**src/verilog/btc_pkg.sv**
```systemverilog
/*
 Constants and carrier types of the termination controller.
 Imported whole by the design module.
*/
`default_nettype none
package btc_pkg;
    // --------------------
    // Sizes and timing
    // --------------------
    localparam int AW = 64;
    localparam int DW = 32;
    localparam int CW = 4;
    localparam int NW = 8;
    localparam int RETRY_W = 24;
    localparam int RETRY_LIMIT_DEF = 2 ** 24;
    localparam int MABORT_CLKS = 5;
    localparam int MTO_CLKS_DEF = 32768;
    localparam int PW_MIN_DWORDS = 8;
    localparam int PW_ADDR_DWORDS = 1;
    localparam int FIFO_DEPTH = 8;
    localparam logic [DW-1:0] MABORT_DATA = 32'hFFFF_FFFF;
    localparam logic [NW-1:0] ONE_WORD = 8'h01;
    localparam logic [NW-1:0] PW_NEED = 8'(PW_MIN_DWORDS + PW_ADDR_DWORDS);

    // --------------------
    // Enumerations
    // --------------------
    typedef enum logic [1:0] {K_DRD, K_DWR, K_PWR} btc_kind_t;
    typedef enum logic [2:0] {
        RSP_NONE, RSP_DATA, RSP_RETRY, RSP_DISC, RSP_TABORT
    } btc_rsp_t;
    typedef enum logic [1:0] {TT_NORMAL, TT_RETRY, TT_DISC, TT_ABORT} btc_term_t;

    // --------------------
    // Carriers
    // --------------------
    typedef struct packed {
        logic valid;
        btc_kind_t kind;
        logic from_pri;
        logic [AW-1:0] addr;
        logic [CW-1:0] cmd;
        logic prefetch;
        logic locked;
        logic [NW-1:0] dwords;
        logic [DW-1:0] wdata;
    } btc_req_t;

    typedef struct packed {
        logic valid;
        btc_term_t term;
        logic [NW-1:0] words;
    } btc_tgt_t;

    typedef struct packed {
        logic rcv_tabort;
        logic sig_tabort;
        logic rcv_mabort;
    } btc_sta_t;

    typedef struct packed {
        logic valid;
        logic from_pri;
        logic is_io;
        logic is_mem;
        logic in_io;
        logic in_mem;
        logic in_pf;
        logic [AW-1:0] addr;
    } btc_fwd_t;

    typedef struct packed {
        logic [AW-1:0] addr;
        logic [CW-1:0] cmd;
        logic is_read;
        logic to_sec;
        logic [DW-1:0] wdata;
    } btc_cmd_t;
endpackage : btc_pkg
`default_nettype wire

```
**src/verilog/btc_top.sv**
```systemverilog
/*
 Delayed-slot termination, posted-write retry,
 read-data FIFO and forwarding claim.
 Assumes a bus sequencer on ref_clk feeding range hits;
 all inputs are synchronous to ref_clk.
*/
// What this block does
// - Normal read end: disconnect per prefetch, length
// - Target retry restarts the same read
// - Target disconnect, more wanted: pass disconnect back
// - Target abort relayed, both abort flags set
// - Repeat until data, either abort, limit
// - Limit reached raises system error if enabled
// - Limit reached: drop request, abort next attempt
// - Delayed write retried while pending; no ordering block
// - Delayed read retried while pending or blocked
// - Read retried while prefetched data flushes
// - Non-locked access retried during lock
// - Posted write retried without room for nine
// - Unrepeated delayed access dropped after timeout
// - Disconnect at boundary, full, data exhausted
// - Signaled abort flag set on every target-abort answer
// - Three ranges forward down, rest up
// - Address passed unchanged, no gaps
// - No select within five clocks: master abort
// - I/O down needs enable, up needs master
`timescale 1ns/1ps
`default_nettype none

module btc_fifo #(
    parameter int W = 32,
    parameter int D = 8
) (
    input wire logic ref_clk,
    input wire logic rst,
    input wire logic flush,
    input wire logic in_valid,
    input wire logic [W-1:0] in_data,
    output var logic in_ready,
    output var logic out_valid,
    output var logic [W-1:0] out_data,
    input wire logic out_ready,
    output var logic [$clog2(D+1)-1:0] count
);
    localparam int AWF = $clog2(D);
    logic [W-1:0] mem_ff [D];
    logic [AWF-1:0] wp_ff, rp_ff;
    logic [$clog2(D+1)-1:0] cnt_ff, nxt_cnt;
    logic full_ff, empty_ff;
    logic push, pop;

    assign push = in_valid && !full_ff && !flush;
    assign pop = out_ready && !empty_ff && !flush;
    assign nxt_cnt = flush ? '0 : cnt_ff + (push ? 1'b1 : 1'b0) - (pop ? 1'b1 : 1'b0);
    assign in_ready = !full_ff;
    assign out_valid = !empty_ff;
    assign out_data = mem_ff[rp_ff];
    assign count = cnt_ff;

    always_ff @(posedge ref_clk) begin
        if (push) begin
            mem_ff[wp_ff] <= in_data;
        end
    end

    always_ff @(posedge ref_clk) begin
        if (rst || flush) begin
            wp_ff <= '0;
            rp_ff <= '0;
        end else begin
            if (push) wp_ff <= (int'(wp_ff) == D - 1) ? '0 : wp_ff + 1'b1;
            if (pop) rp_ff <= (int'(rp_ff) == D - 1) ? '0 : rp_ff + 1'b1;
        end
    end

    always_ff @(posedge ref_clk) begin
        if (rst) begin
            cnt_ff <= '0;
            full_ff <= 1'b0;
            empty_ff <= 1'b1;
        end else begin
            cnt_ff <= nxt_cnt;
            full_ff <= (int'(nxt_cnt) == D);
            empty_ff <= (nxt_cnt == '0);
        end
    end
endmodule : btc_fifo

module btc_top
    import btc_pkg::*;
#(
    parameter int RETRY_LIMIT = RETRY_LIMIT_DEF,
    parameter int MTO_CLKS = MTO_CLKS_DEF,
    parameter int DEPTH = FIFO_DEPTH
) (
    input wire logic ref_clk,
    input wire logic rst,
    input wire btc_req_t ini_req,
    output var btc_rsp_t ini_rsp_ff,
    output var logic [DW-1:0] ini_rdata_ff,
    output var logic tgt_issue_ff,
    output var btc_cmd_t tgt_cmd_ff,
    input wire logic tgt_frame,
    input wire logic tgt_devsel,
    output var logic tgt_mabort_ff,
    input wire btc_tgt_t tgt_resp,
    input wire logic tgt_rvalid,
    input wire logic [DW-1:0] tgt_rdata,
    output var logic tgt_rready,
    input wire logic io_en,
    input wire logic mem_en,
    input wire logic master_en,
    input wire logic serr_en,
    input wire logic serr_dis_retry,
    input wire logic mabort_mode,
    input wire logic lock_active,
    input wire logic flush_busy,
    input wire logic rd_head_ok,
    input wire logic pw_ahead,
    input wire logic at_boundary,
    input wire logic wr_full,
    input wire logic [NW-1:0] pw_free_dw,
    input wire btc_sta_t sta_clr_pri,
    input wire btc_sta_t sta_clr_sec,
    output var btc_sta_t sta_pri_ff,
    output var btc_sta_t sta_sec_ff,
    output var logic serr_n_ff,
    input wire btc_fwd_t fwd_in,
    output var logic fwd_down_ff,
    output var logic fwd_up_ff,
    output var logic [AW-1:0] fwd_addr_ff
);
    // --------------------
    // Slot state
    // --------------------
    typedef enum logic [2:0] {S_IDLE, S_ENTER, S_ISSUE, S_WAIT, S_DONE, S_TABORT} btc_st_t;
    localparam int MTW = $clog2(MTO_CLKS + 1);
    localparam int MAW = $clog2(MABORT_CLKS + 1);
    localparam logic [RETRY_W-1:0] LAST_TRY = RETRY_W'(RETRY_LIMIT - 1);

    btc_st_t st_ff, nxt_st;
    btc_req_t slot_ff;
    logic [RETRY_W-1:0] cnt_ff;
    logic [MTW-1:0] mto_ff;
    logic [MAW-1:0] mab_cnt_ff;
    logic mab_run_ff, mab_got_ff, abt_got_ff;

    // --------------------
    // FIFO for delayed read data
    // --------------------
    logic fifo_flush, fifo_pop, fifo_valid;
    logic [DW-1:0] fifo_data;
    logic [$clog2(DEPTH+1)-1:0] fifo_cnt;

    btc_fifo #(.W(DW), .D(DEPTH)) u_fifo (
        .ref_clk(ref_clk),
        .rst(rst),
        .flush(fifo_flush),
        .in_valid(tgt_rvalid),
        .in_data(tgt_rdata),
        .in_ready(tgt_rready),
        .out_valid(fifo_valid),
        .out_data(fifo_data),
        .out_ready(fifo_pop),
        .count(fifo_cnt)
    );

    // --------------------
    // Initiator side decode
    // --------------------
    logic is_delayed, is_read, lock_block, hit, busy, pending;
    logic rd_blocked, last_word, rd_disc, wr_disc, pw_room;
    logic compl, compl_free, tmo_hit;
    btc_rsp_t done_rsp, nxt_rsp;

    assign is_delayed = ini_req.valid && ini_req.kind != K_PWR;
    assign is_read = ini_req.kind == K_DRD;
    assign lock_block = lock_active && !ini_req.locked;
    assign busy = st_ff != S_IDLE;
    assign hit = busy && slot_ff.kind == ini_req.kind && slot_ff.addr == ini_req.addr
        && slot_ff.cmd == ini_req.cmd && slot_ff.from_pri == ini_req.from_pri;
    assign pending = st_ff == S_ENTER || st_ff == S_ISSUE || st_ff == S_WAIT;
    assign rd_blocked = is_read && (!rd_head_ok || pw_ahead);
    assign last_word = fifo_cnt <= 1;
    // Prefetchable reads end when data runs dry
    assign rd_disc = !slot_ff.prefetch
        || (ini_req.dwords > ONE_WORD && last_word) || at_boundary;
    assign wr_disc = ini_req.dwords > ONE_WORD || at_boundary || wr_full;
    assign pw_room = pw_free_dw >= PW_NEED;

    assign done_rsp = abt_got_ff ? RSP_TABORT
        : mab_got_ff ? (mabort_mode ? RSP_TABORT : RSP_DATA)
        : is_read ? (rd_disc ? RSP_DISC : RSP_DATA)
        : (wr_disc ? RSP_DISC : RSP_DATA);

    assign compl = is_delayed && !lock_block && hit && st_ff == S_DONE && !rd_blocked;
    assign compl_free = compl && (!is_read || mab_got_ff || abt_got_ff
        || done_rsp == RSP_DISC || last_word);
    assign fifo_pop = compl && is_read && !mab_got_ff && !abt_got_ff;
    assign tmo_hit = (st_ff == S_DONE || st_ff == S_TABORT) && int'(mto_ff) == MTO_CLKS;

    always_comb begin
        nxt_rsp = RSP_NONE;
        if (ini_req.valid) begin
            if (lock_block) begin
                nxt_rsp = RSP_RETRY;
            end else if (ini_req.kind == K_PWR) begin
                nxt_rsp = !pw_room ? RSP_RETRY : (wr_disc ? RSP_DISC : RSP_DATA);
            end else if (is_read && flush_busy) begin
                nxt_rsp = RSP_RETRY;
            end else if (!hit || pending) begin
                nxt_rsp = RSP_RETRY;
            end else if (st_ff == S_TABORT) begin
                nxt_rsp = RSP_TABORT;
            end else if (rd_blocked) begin
                nxt_rsp = RSP_RETRY;
            end else begin
                nxt_rsp = done_rsp;
            end
        end
    end

    // --------------------
    // Target side outcome
    // --------------------
    logic mab_fire, t_ok, t_retry, t_abort, exhausted;

    assign mab_fire = st_ff == S_WAIT && mab_run_ff && !tgt_devsel
        && int'(mab_cnt_ff) == MABORT_CLKS;
    // A disconnect with no data counts as a retry
    assign t_ok = tgt_resp.valid && tgt_resp.words != '0
        && (tgt_resp.term == TT_NORMAL || tgt_resp.term == TT_DISC);
    assign t_retry = tgt_resp.valid && !t_ok && tgt_resp.term != TT_ABORT;
    assign t_abort = tgt_resp.valid && tgt_resp.term == TT_ABORT;
    assign exhausted = st_ff == S_WAIT && t_retry && cnt_ff == LAST_TRY;

    always_comb begin
        nxt_st = st_ff;
        case (st_ff)
            S_IDLE: begin
                if (is_delayed && !lock_block && !(is_read && flush_busy)) nxt_st = S_ENTER;
            end
            S_ENTER: nxt_st = S_ISSUE;
            S_ISSUE: nxt_st = S_WAIT;
            S_WAIT: begin
                if (exhausted) nxt_st = S_TABORT;
                else if (t_retry) nxt_st = S_ISSUE;
                else if (t_ok || t_abort || mab_fire) nxt_st = S_DONE;
            end
            S_DONE: begin
                if (compl_free || tmo_hit) nxt_st = S_IDLE;
            end
            S_TABORT: begin
                if ((nxt_rsp == RSP_TABORT && hit) || tmo_hit) nxt_st = S_IDLE;
            end
            default: nxt_st = S_IDLE;
        endcase
    end

    assign fifo_flush = (st_ff == S_DONE && (compl_free || tmo_hit)) || st_ff == S_ENTER;

    always_ff @(posedge ref_clk) begin
        if (rst) st_ff <= S_IDLE;
        else st_ff <= nxt_st;
    end

    always_ff @(posedge ref_clk) begin
        if (rst) begin
            slot_ff <= '0;
        end else if (st_ff == S_IDLE && nxt_st == S_ENTER) begin
            slot_ff <= ini_req;
        end
    end

    always_ff @(posedge ref_clk) begin
        if (rst || st_ff == S_ENTER) cnt_ff <= '0;
        else if (st_ff == S_WAIT && t_retry && !exhausted) cnt_ff <= cnt_ff + 1'b1;
    end

    always_ff @(posedge ref_clk) begin
        if (rst || nxt_st != st_ff || (ini_req.valid && hit)) mto_ff <= '0;
        else if ((st_ff == S_DONE || st_ff == S_TABORT) && !tmo_hit) mto_ff <= mto_ff + 1'b1;
    end

    always_ff @(posedge ref_clk) begin
        if (rst || st_ff != S_WAIT || tgt_devsel) begin
            mab_run_ff <= 1'b0;
            mab_cnt_ff <= '0;
        end else if (tgt_frame) begin
            mab_run_ff <= 1'b1;
            mab_cnt_ff <= MAW'(1);
        end else if (mab_run_ff && !mab_fire) begin
            mab_cnt_ff <= mab_cnt_ff + 1'b1;
        end
    end

    always_ff @(posedge ref_clk) begin
        if (rst || st_ff == S_ENTER) begin
            mab_got_ff <= 1'b0;
            abt_got_ff <= 1'b0;
        end else if (st_ff == S_WAIT) begin
            if (mab_fire) mab_got_ff <= 1'b1;
            if (t_abort) abt_got_ff <= 1'b1;
        end
    end

    // --------------------
    // Status flags; set wins over clear
    // --------------------
    btc_sta_t set_tgt, set_ini, set_pri, set_sec;
    logic sig_abort;

    assign sig_abort = nxt_rsp == RSP_TABORT && is_delayed;
    assign set_tgt = '{rcv_tabort: st_ff == S_WAIT && t_abort, sig_tabort: 1'b0,
        rcv_mabort: mab_fire};
    assign set_ini = '{rcv_tabort: 1'b0, sig_tabort: sig_abort, rcv_mabort: 1'b0};
    assign set_pri = slot_ff.from_pri ? set_ini : set_tgt;
    assign set_sec = slot_ff.from_pri ? set_tgt : set_ini;

    always_ff @(posedge ref_clk) begin
        if (rst) begin
            sta_pri_ff <= '0;
            sta_sec_ff <= '0;
        end else begin
            sta_pri_ff <= (sta_pri_ff & ~sta_clr_pri) | set_pri;
            sta_sec_ff <= (sta_sec_ff & ~sta_clr_sec) | set_sec;
        end
    end

    always_ff @(posedge ref_clk) begin
        if (rst) serr_n_ff <= 1'b1;
        else serr_n_ff <= !(exhausted && serr_en && !serr_dis_retry);
    end

    // --------------------
    // Initiator and target outputs
    // --------------------
    always_ff @(posedge ref_clk) begin
        if (rst) begin
            ini_rsp_ff <= RSP_NONE;
            ini_rdata_ff <= '0;
        end else begin
            ini_rsp_ff <= nxt_rsp;
            if (compl && mab_got_ff) ini_rdata_ff <= MABORT_DATA;
            else if (fifo_pop && fifo_valid) ini_rdata_ff <= fifo_data;
        end
    end

    always_ff @(posedge ref_clk) begin
        if (rst) begin
            tgt_issue_ff <= 1'b0;
            tgt_cmd_ff <= '0;
            tgt_mabort_ff <= 1'b0;
        end else begin
            tgt_issue_ff <= st_ff == S_ISSUE;
            tgt_mabort_ff <= mab_fire;
            if (st_ff == S_ISSUE) begin
                tgt_cmd_ff <= '{addr: slot_ff.addr, cmd: slot_ff.cmd,
                    is_read: slot_ff.kind == K_DRD, to_sec: slot_ff.from_pri,
                    wdata: slot_ff.wdata};
            end
        end
    end

    // --------------------
    // Forwarding claim
    // --------------------
    logic in_mem_any, claim_down, claim_up;

    assign in_mem_any = fwd_in.in_mem || fwd_in.in_pf;
    assign claim_down = fwd_in.valid && fwd_in.from_pri
        && ((fwd_in.is_io && fwd_in.in_io && io_en)
        || (fwd_in.is_mem && in_mem_any && mem_en));
    assign claim_up = fwd_in.valid && !fwd_in.from_pri && master_en
        && ((fwd_in.is_io && !fwd_in.in_io)
        || (fwd_in.is_mem && !in_mem_any));

    always_ff @(posedge ref_clk) begin
        if (rst) begin
            fwd_down_ff <= 1'b0;
            fwd_up_ff <= 1'b0;
            fwd_addr_ff <= '0;
        end else begin
            fwd_down_ff <= claim_down;
            fwd_up_ff <= claim_up;
            fwd_addr_ff <= fwd_in.addr;
        end
    end
endmodule : btc_top
`default_nettype wire

```
**config.mk**
```make
export PLATFORM = sky130hd
export DESIGN_NAME = btc_top
export DESIGN_NICKNAME = d
export VERILOG_FILES = /design/src/verilog/btc_pkg.sv /design/src/verilog/btc_top.sv
export SDC_FILE = /design/constraint.sdc
export NUM_CORES = 1
export LEC_CHECK = 0
export ABC_AREA = 1
export BUFFER_PORTS_ARGS = -buffer_cell sky130_fd_sc_hd__buf_2
export CAP_MARGIN = 20
export CELL_PAD_IN_SITES_DETAIL_PLACEMENT = 0
export CELL_PAD_IN_SITES_GLOBAL_PLACEMENT = 1
export CORE_UTILIZATION = 42
export DETAILED_ROUTE_END_ITERATION = 10
export PLACE_DENSITY = 0.86
export SLEW_MARGIN = 15
export SYNTH_ARGS = -nofsm -noshare
export SYNTH_HDL_FRONTEND = slang
export SYNTH_HIERARCHICAL = 1
export SYNTH_SLANG_ARGS = --single-unit
```
**constraint.sdc**
```tcl
create_clock -name ref_clk -period 4.45 [get_ports ref_clk]
set_input_delay 0.2225 -clock ref_clk [delete_from_list [all_inputs] [get_ports ref_clk]]
set_output_delay 0.2225 -clock ref_clk [all_outputs]
set_load 0.01 [all_outputs]
```
Yosys cells after proc, flatten, opt, wreduce, memory -nomap -nowiden:

Memory sizes are Yosys's and may differ from the RTL's. A register that Yosys moved wholly into a read port is not among the register bits.
Cells that the tools add are included.

* output and inout port bits: 213
* input bits: 259
* logic and storage cells: 235
* RAM bits: 256
* register bits after elaboration: 377
* memories: 1

* add/sub/neg operators: 7
* order comparisons: 3
* reduce and logical (&&, ||, !) cells: 119
* muxes and demuxes: 36
* bitwise operators: 6
* equality and inequality tests: 25

Memory list
* u_fifo.mem_ff: depth 8, bits a word 32, read ports 1, clocked after memory_dff 1, write ports 1, RTL line btc_top.sv:46 `logic [W-1:0] mem_ff [D];`

Operator list (count)
* $mux W3: 23
* $eq A64 B64 Y1: 1
* $mux W32: 2
* $logic_and A1 B1 Y1: 56
* $logic_or A1 B1 Y1: 28
* $add A24 B1 Y24 const B: 1
* $eq A24 B24 Y1 const B: 1
* $logic_not A1 Y1: 23
* $pmux W3 S6: 1
* $add A16 B1 Y16 const B: 1
* $eq A16 B16 Y1 const B: 1
* $eq A3 B1 Y1 const B: 4
* $eq A3 B3 Y1 const B: 4
* $add A3 B1 Y3 const B: 3
* $eq A3 B2 Y1 const B: 3
* $ge A8 B4 Y1 const B: 1
* $gt A8 B1 Y1 const B: 1
* $reduce_bool A8 Y1: 1
* $and A3 B3 Y3: 2
* $eq A2 B2 Y1 const B: 3
* $logic_not A2 Y1: 3
* $mux W1: 6
* $mux W2: 3
* $not A3 Y3: 2
* other kinds (18): 22

Logic depth before layout (Yosys ltp):

Gate-level depths: netlist of the first run.

* word-level depth: 23
* mapped depth: 25
* gate-level depth less buffers: 25

Hierarchy:

Netlist of the first run, hierarchy kept.

By module, submodules not included
* btc_top: cells each 1843, area an instance 14352.5 sq um, seq. area each 7307.0 sq um, instances 1
* btc_fifo: cells each 886, area an instance 10752.8 sq um, seq. area each 7987.7 sq um, instances 1

Worst setup path before layout of the first run:

OpenSTA, ideal clock, no wires.

* path kind: reg2reg
* from: register slot_ff[75] (netlist name)
* to: memory u_fifo.mem_ff[1][0] (enable)
* cell stages (with the launch flop): 16
* path slack: 1078 ps
* buffers on the path: 0
* arrival: 2951 ps
* period minus slack after synthesis: 3372 ps
* cell sequence: dfxtp_1 > inv_1 > or2_2 > nand4_1 > nor2_1 > nand2_1 > nor2_2 > nand4_1 > nand2_1 > nand2_1 > nand2_1 > inv_1 > nand3_1 > nor2_1 > inv_1 > nor2_1

* word-level cells in the longest chain between the ends: 15

RTL lines
* from (decl): RTL line btc_top.sv:142 `btc_req_t slot_ff;`
* from (signal assigned): RTL line btc_top.sv:271 `slot_ff <= ini_req;`
* $eq A64 B64 Y1: RTL line btc_top.sv:180 `assign hit = busy && slot_ff.kind == ini_req.kind && slot_ff.addr == ini_req.addr`
* $logic_and A1 B1 Y1: RTL line btc_top.sv:180
* $logic_and A1 B1 Y1 (2 in series): RTL line btc_top.sv:181 `&& slot_ff.cmd == ini_req.cmd && slot_ff.from_pri == ini_req.from_pri;`
* $logic_and A1 B1 Y1 (3 in series): RTL line btc_top.sv:196 `assign compl = is_delayed && !lock_block && hit && st_ff == S_DONE && !rd_blocked;`
* $logic_and A1 B1 Y1: RTL line btc_top.sv:197 `assign compl_free = compl && (!is_read || mab_got_ff || abt_got_ff`
* $logic_or A1 B1 Y1: RTL line btc_top.sv:260 `assign fifo_flush = (st_ff == S_DONE && (compl_free || tmo_hit)) || st_ff == S_ENTER;`
* $logic_and A1 B1 Y1: RTL line btc_top.sv:260
* $logic_or A1 B1 Y1: RTL line btc_top.sv:260
* named net fifo_flush: RTL line btc_top.sv:151 `logic fifo_flush, fifo_pop, fifo_valid;`
* $logic_not A1 Y1: RTL line btc_top.sv:52 `assign push = in_valid && !full_ff && !flush;`
* $logic_and A1 B1 Y1: RTL line btc_top.sv:52
* $mux W1: RTL line btc_top.sv:61 `if (push) begin`
* $mux W1 (not written as such): RTL line btc_top.sv:62 `mem_ff[wp_ff] <= in_data;`
* to (decl): RTL line btc_top.sv:46

The timed path passes the listed nets, and every way through them passes these cells.

Worst setup path in the final report of the first run:

* from: register slot_ff[52] (netlist name)
* to: register u_fifo.empty_ff

* word-level cells in the longest chain between the ends: 18
* elaborated cells between the ends (all ways): 24
* those cells by class: 2 x add/sub; 1 x eq/ne; 3 x mux; 18 x reduce/logical

RTL lines
* $eq A64 B64 Y1 *: RTL line btc_top.sv:180
* $logic_and A1 B1 Y1 *: RTL line btc_top.sv:180
* $logic_and A1 B1 Y1 * (2 in series): RTL line btc_top.sv:181
* $logic_and A1 B1 Y1 * (3 in series): RTL line btc_top.sv:196
* $logic_and A1 B1 Y1 *: RTL line btc_top.sv:197
* $logic_or A1 B1 Y1 *: RTL line btc_top.sv:260
* $logic_and A1 B1 Y1 *: RTL line btc_top.sv:260
* $logic_or A1 B1 Y1 *: RTL line btc_top.sv:260
* named net fifo_flush: RTL line btc_top.sv:151
* $logic_not A1 Y1: RTL line btc_top.sv:52, btc_top.sv:53
* $logic_and A1 B1 Y1: RTL line btc_top.sv:52
* $mux W1: RTL line btc_top.sv:54 `assign nxt_cnt = flush ? '0 : cnt_ff + (push ? 1'b1 : 1'b0) - (pop ? 1'b1 : 1'b0);`
* $add A4 B4 Y4: RTL line btc_top.sv:54
* $sub A4 B4 Y4: RTL line btc_top.sv:54
* $mux W4 *: RTL line btc_top.sv:54
* $logic_not A4 Y1 *: RTL line btc_top.sv:84 `empty_ff <= (nxt_cnt == '0);`
* to (signal assigned): RTL line btc_top.sv:84
* to (decl): RTL line btc_top.sv:49 `logic full_ff, empty_ff;`

The timed path passes the listed nets; every way through them passes the cells marked *.
A chain may end at the register's enable or synchronous reset.

==> reports/metrics.yaml, run 1 <==
finish:
  fin_area_um2: 32500
  mostFrequentLayoutCells: "469 x buf_2, 424 x nor2_1, 386 x o21ai_0"
  syn2layout_area_growth_pct: 29.45
  fillers: 5186
  layout_commonest_cell: "buf_2"
  drive_gt1_share_pct: 19.12
  regArea_um2: 15300
  nets: 3638
  multiInputGateArea_um2: 8050
logic_synthesis:
  synth_mux_area_share_pct: 0
  yosysTopAreaCell: "edfxtp_1"
  ys_seq_area_share_pct: 60.92
  yosysWarningCount: 6
  synth_top_area_share_pct: 30.62
  synthSimpleGateAreaFrac_pct: 14.26
  synth.area.top_cells: "edfxtp_1 31%, dfxtp_1 30%, o21ai_0 7.7%, nor2_1 6.5%, a21oi_1 4.9%"
  synth_nets: 3001
  synth_compound_area_share_pct: 14.27
  synthCells: 2729
  synth_cell_types: 46
  synth_adder_area_share_pct: 0.6778
  synth_area_per_cell_um2: 9.199
  ys_ff_latch: 636
  synth_top_family_by_area: "compound AO/OA/AOI/OAI gates"
  synth_xor_area_share_pct: 2.616
  synth_area_um2: 25110
floorplan:
  die_area_um2: 60760
  start_util_pct: 42.54
  die_y_um: 246.5
  io_pins: 472
  core_area_um2: 59020
  die_w_um: 246.5
  rows: 89
timing:
  finClkSkew_ns: 0.02156
  tns_ns: 0
  drv_slew: 0
  setup_viol: 0
  fin_crit_ns: 3.482
  worst_slew_pin_slew_ns: 1.099
  rsz0062_at_grt: "no"
  clock.fmax_mhz: 287.2
  fin_ws_ns: 0.9682
  slew_headroom_pct: 26.70
  period_share_pct: 78.24
  finalHoldViolations: 0
worst_setup_path:
  critPathMostFrequentCell: "nand2_1"
  cp-end-kind: "flop"
  critPathKind: "flop to flop"
  cp.required_ns: 4.99
  cp_slowest_stage_delay_ns: 0.45
  slowest_stage: "fa_1"
  cp_max_fo: 8
  path_cells: "xnor2_1 > nand4_1 > nor2_1 > nand2_1 > nor2_2 > nand4_1 > nand2_1 > nand2_1 > nand2_1 > inv_1 > nand3_1 > nand3_1 > o21ai_0 > ha_1 > fa_1 > nor2_1 > nand2_1 > nand2_1 > nand2_1 > inv_1"
  cp-start-kind: "flop"
  critical_path_arrival_ns: 4.02
cts:
  path_clk_slew_ns: 0.06
  cts.sinks: 636
  clock_latency_ns: 0.61
  ctsRootBufferMaster: "clkbuf_16"
  tritoncts: "yes"
  htreeDepth: 3
  cts_buffers: 70
  cts_max_path_buffers: 3
  cts_setup_buffers: 0
  post_cts_resized: 0
grt:
  antenna_found_initial: 8
  gr-usage-met1_pct: 28.17
  grt.busiest_layer: "met2"
  grt_pass1_wl_um: 102900
  grt_max_degree: 241
  use_met2_pct: 35.62
  grt_usage_pct: 21.85
  grt_pass1_vias: 18820
  overflow: 0
  grt_use_met3_pct: 4.771
route:
  drc: 0
  vias: 20520
  viasPerCell: 4.884
  ant_nets: 0
  wl_per_cell_um: 16.46
  first_iter_violations: 1368
  drt-total-wl_um: 69160
  dr.pass1.iters: 5
power:
  pwr-share-clk_pct: 41.1
  p_comb_share_pct: 11.4
  cellLeakagePower_nw: 13.59
  swShare_pct: 25.01
  pwr-share-seq_pct: 47.5
  pwr_density_cell_nw_per_um2: 427.0
  power_switching_w: 0.003470
  p_int_w: 0.01041
  ir_worst_vdd_uv: 343.9
hold_path:
  min_path_type: "input pin to flop"
run:
  cap_violations: 0
placed_design:
  placed_area_um2: 28040
  io_buffers: 470
  dp_hpwl_um: 42740
  gp_congestion: 0.8305
  dp_slack_ns: 0.9921
run_status:
  outcome: "finished, final reports clean"
[worst paths after layout]
kind | startpoint | end | slack (ns) | depth (start not counted)
hold / removal | ini_req[40] | ini_rsp_ff[0]$_SDFF_PP0_ | 0.06 | 5
setup / recovery | slot_ff[52]$_SDFFE_PP0P_ | u_fifo/empty_ff$_SDFF_PP1_ | 0.97 | 20
setup reg to reg | slot_ff[52]$_SDFFE_PP0P_ | u_fifo/empty_ff$_SDFF_PP1_ | 0.97 | 20
hold reg to reg | slot_ff[22]$_SDFFE_PP0P_ | tgt_cmd_ff[22]$_SDFFE_PP0P_ | 0.44 | 2
[synth_stat cells, drive strengths merged]
cell type / n
a31oi: 1
o32ai: 2
a22oi: 1
o21ai: 452
nand2: 293
nand4: 24
nor3: 25
edfxtp: 256
o31ai: 1
a211oi: 2
buf: 50
xor2: 26
o21a: 2
o211ai: 1
nor3b: 1
clkbuf: 91
xnor2: 49
dfxtp: 380
and3: 3
nor2: 450
nand3: 45
inv: 301
ha: 12
o22ai: 2
a21oi: 246
or2: 4
fa: 1
nor4: 8
[stage by stage]
step	util [%]	instances	power (W)	hold WS [ns]
6_report	55.06	4201	0.01388	0.06424
5_1_grt	55.06	4199	0.01445	0.06127
4_1_cts	55.04	4194	0.01398	0.01126
3_5_place_dp	47.52	3850	0.008116	0.4143
3_3_place_gp	47.52	3850	0.008089	0.4082
2_1_floorplan	-	2729	0.007522	0.3012
[sequential cells by signal (all words and copies together) (netlist names), 3 cells and up, named ones only]
signal         flops
u_fifo/rp_ff       3
tgt_cmd_ff       102
u_fifo/count       4
ini_rdata_ff      32
sta_sec_ff         3
mab_cnt_ff         3
st_ff              3
u_fifo/mem_ff    256
sta_pri_ff         3
ini_rsp_ff         3
fwd_addr_ff       64
cnt_ff            24
u_fifo/wp_ff       3
slot_ff          104
mto_ff            16
[worst max-delay path, delay by kind of cell, from the launching register on]
kind / cells / cell delay, ns
flops: 1 / 0.32
xor+xnor: 1 / 0.38
compound gates: 1 / 0.12
fa+ha+maj: 2 / 0.66
simple gates: 14 / 1.77
buf+inv: 2 / 0.17
[area by class of cell]
class / instances / share of cell area (%)
Antenna cell: 7 / 0.05390
Clock buffer: 102 / 6.037
Clock inverter: 25 / 0.9356
Inverter: 301 / 3.503
Multi-Input combinational cell: 1651 / 24.77
Sequential cell: 636 / 47.09
Tap cell: 773 / 2.976
Timing Repair Buffer: 706 / 14.64
[timing repair]
item,in CTS,in global routing
endpoints found under the hold margin,442,0
hold buffers,217,0
endpoints found under the setup margin,0,0
[layer usage]
metal  part of all wire, %  vias up
met5                 0.032        -
met4                   3.1        4
met3                   7.2      135
met2                    47      609
met1                    43     9477
li1                      -    10290
[kinds of logic after synthesis]
kind of cell,Yosys count
AND/OR/NAND/NOR,853
AO/OA/AOI/OAI,710
flip-flops,636
buffers and inverters,442
XOR/XNOR,75
adder cells (fa/ha/maj),13
[power groups by stage]
stage | sequential, W | combinational, W | clock, W
4_1_cts | 0.00659 | 0.00157 | 0.00582
3_3_place_gp | 0.00670 | 0.00138 | 0
5_1_grt | 0.00663 | 0.00175 | 0.00607
3_5_place_dp | 0.00672 | 0.00140 | 0
6_report | 0.00660 | 0.00158 | 0.00570
2_1_floorplan | 0.00677 | 0.000752 | 0
Power figures use the tool's default switching activity.
==> inputs of run 2 (changes only) <==
==> constraint.sdc (replaced) <==
create_clock -name ref_clk -period 3.3 [get_ports ref_clk]
set_input_delay 0.165 -clock ref_clk [delete_from_list [all_inputs] [get_ports ref_clk]]
set_output_delay 0.165 -clock ref_clk [all_outputs]
set_load 0.01 [all_outputs]
==> run 2 against run 1 <==
Against the previous run:
- the flow now finishes with violations (negative hold slack)
- register-to-register slack lost 0.75 ns
- routed wire length grew 0.33%
- count of clock-buffer cells in the layout is the same
==> reports/metrics.yaml, run 2 (synthesis results as in run 1) <==
run_status:
  outcome: "finished, violations left"
  violations: "negative hold slack"
cts:
  path_clk_slew_ns: 0.06
  htreeDepth: 3
  cts_max_path_buffers: 3
  clock_latency_ns: 0.61
  tritoncts: "yes"
  ctsRootBufferMaster: "clkbuf_16"
  cts_buffers: 69
  cts_setup_buffers: 0
  cts.sinks: 636
worst_setup_path:
  cp-start-kind: "flop"
  cp.required_ns: 3.84
  cp_max_fo: 4
  slowest_stage: "fa_1"
  critical_path_arrival_ns: 3.62
  critPathTopFamily: "simple AND/OR/NAND/NOR gates"
  cp-end-kind: "flop"
  critPathMostFrequentCell: "nand2_1"
  cp_slowest_stage_delay_ns: 0.45
  crit_buf_inv: 2
  ff2ff_setup_slack_ns: 0.22
  path_cells: "xor2_1 > nor2_1 > nand2_1 > nor2_1 > nand2_1 > nor2_2 > nand4_1 > nand2_1 > nand2_1 > nand2_2 > inv_2 > nand3_2 > nand3_1 > o21ai_0 > ha_2 > fa_1 > nor2_2 > nand2_1 > nand2_1 > nand2_1 > inv_1"
  critPathKind: "flop to flop"
timing:
  period_share_pct: 93.25
  finalHoldViolations: 2
  drv_slew: 0
  worst_slew_pin_slew_ns: 0.9906
  setup_viol: 0
  finClkSkew_ns: 0.02457
  rsz0062_at_grt: "yes"
  slew_headroom_pct: 33.96
  fin_crit_ns: 3.077
  clock.fmax_mhz: 325.0
  whs_ns: -0.003791
placed_design:
  dp_hpwl_um: 43610
  gp_congestion: 0.8434
  io_buffers: 470
  dp.cells: 3868
floorplan:
  start_util_pct: 42.54
  io_pins: 472
  die_area_um2: 60760
  die_y_um: 246.5
  die_w_um: 246.5
  rows: 89
  core_area_um2: 59020
grt:
  grt_pass1_vias: 18990
  grt_pass1_wl_um: 104700
  overflow: 0
  grt_max_degree: 241
  grt_usage_pct: 22.07
  antenna_found_initial: 7
finish:
  largest_reg_flops: 256
  max_flop_register: "u_fifo/mem_ff"
  stdcell_count: 4223
  reg_top3: "u_fifo/mem_ff: 256 flops, slot_ff: 104 flops, tgt_cmd_ff: 102 flops"
  syn2layout_area_growth_pct: 30.81
  layout_commonest_cell: "buf_2"
  drive_gt1_share_pct: 20.08
  mostFrequentLayoutCells: "469 x buf_2, 419 x nor2_1, 386 x o21ai_0"
  nets: 3658
route:
  dr.pass1.iters: 7
  drt-total-wl_um: 69380
  viasPerCell: 4.830
  ant_nets: 0
  drc: 0
  wl_per_cell_um: 16.43
  vias: 20400
  first_iter_violations: 1332
hold_path:
  min_path_type: "input pin to flop"
power:
  pwr_density_cell_nw_per_um2: 570.4
  ir_worst_vdd_uv: 509.6
  cellLeakagePower_nw: 13.75
  p_total_w: 0.01873
run:
  cap_violations: 0
run 2: layer usage:
metal	up-vias	share of wire [%]	global-route usage [%]	wire length (µm)
met2	586	47	36.17	32880
met1	9352	43	28.79	29730
met3	130	6.6	4.314	4587
met5	-	0.016	0	11
li1	10330	-	-	-
met4	2	3.1	8.243	2173
run 2: timing repair:
item / in CTS / in global routing
gates cloned: 0 / 0
resized for setup: 1 / 18
endpoints found under the hold margin: 441 / 0
setup endpoints to repair: 2 / 47
hold buffers: 220 / 0
run 2: report_power, final:
group	switching (W)	internal (W)	total (W)
clock	0.00317	0.00448	0.00765
sequential	0.000195	0.00871	0.00890
combinational	0.00131	0.000869	0.00218
run 2: area by class of cell:
class | count | area, µm²
clock inverter | 25 | 272.8
clock buffer | 102 | 1996
multi-input combinational | 1651 | 8128
timing repair buffer | 727 | 5017
sequential | 636 | 15300
inverter | 301 | 1139
tap | 773 | 967.2
fill | 5155 | 26180
antenna | 8 | 20.02
run 2: metrics by stage:
step	area [µm²]	hold WS, ns	util [%]	setup slack [ns]	setup TNS (ns)
CTS	32740	0.005658	55.47	0.02139	0
global route	32830	0.004427	55.63	-0.01670	-0.01670
floorplan	25110	0.2437	-	-0.07221	-9.242
detailed placement	28270	0.3528	47.89	-0.007846	-0.007846
global placement	28270	0.3515	47.89	0.05004	0
finish	32840	-0.003791	55.65	0.2226	0
run 2: worst reg2reg max path: cells and delay by family, from the launching register on:
kind	cells	cell delay [ns]
and+or+nand+nor	15	1.66
adders and majority gates	2	0.67
DFF	1	0.32
xor gates and xnor gates	1	0.17
buffers and inverters	2	0.12
AOI/OAI and AO/OA	1	0.09
run 2: final timing paths:
| check | start | to | cells after the start |
|---|---|---|---|
| setup / recovery | slot_ff[42]$_SDFFE_PP0P_ | u_fifo/empty_ff$_SDFF_PP1_ | 21 |
| hold / removal | tgt_rvalid | u_fifo/wp_ff[2]$_SDFFE_PP0P_ | 4 |
| setup reg to reg | slot_ff[42]$_SDFFE_PP0P_ | u_fifo/empty_ff$_SDFF_PP1_ | 21 |
| hold reg to reg | slot_ff[24]$_SDFFE_PP0P_ | tgt_cmd_ff[24]$_SDFFE_PP0P_ | 2 |
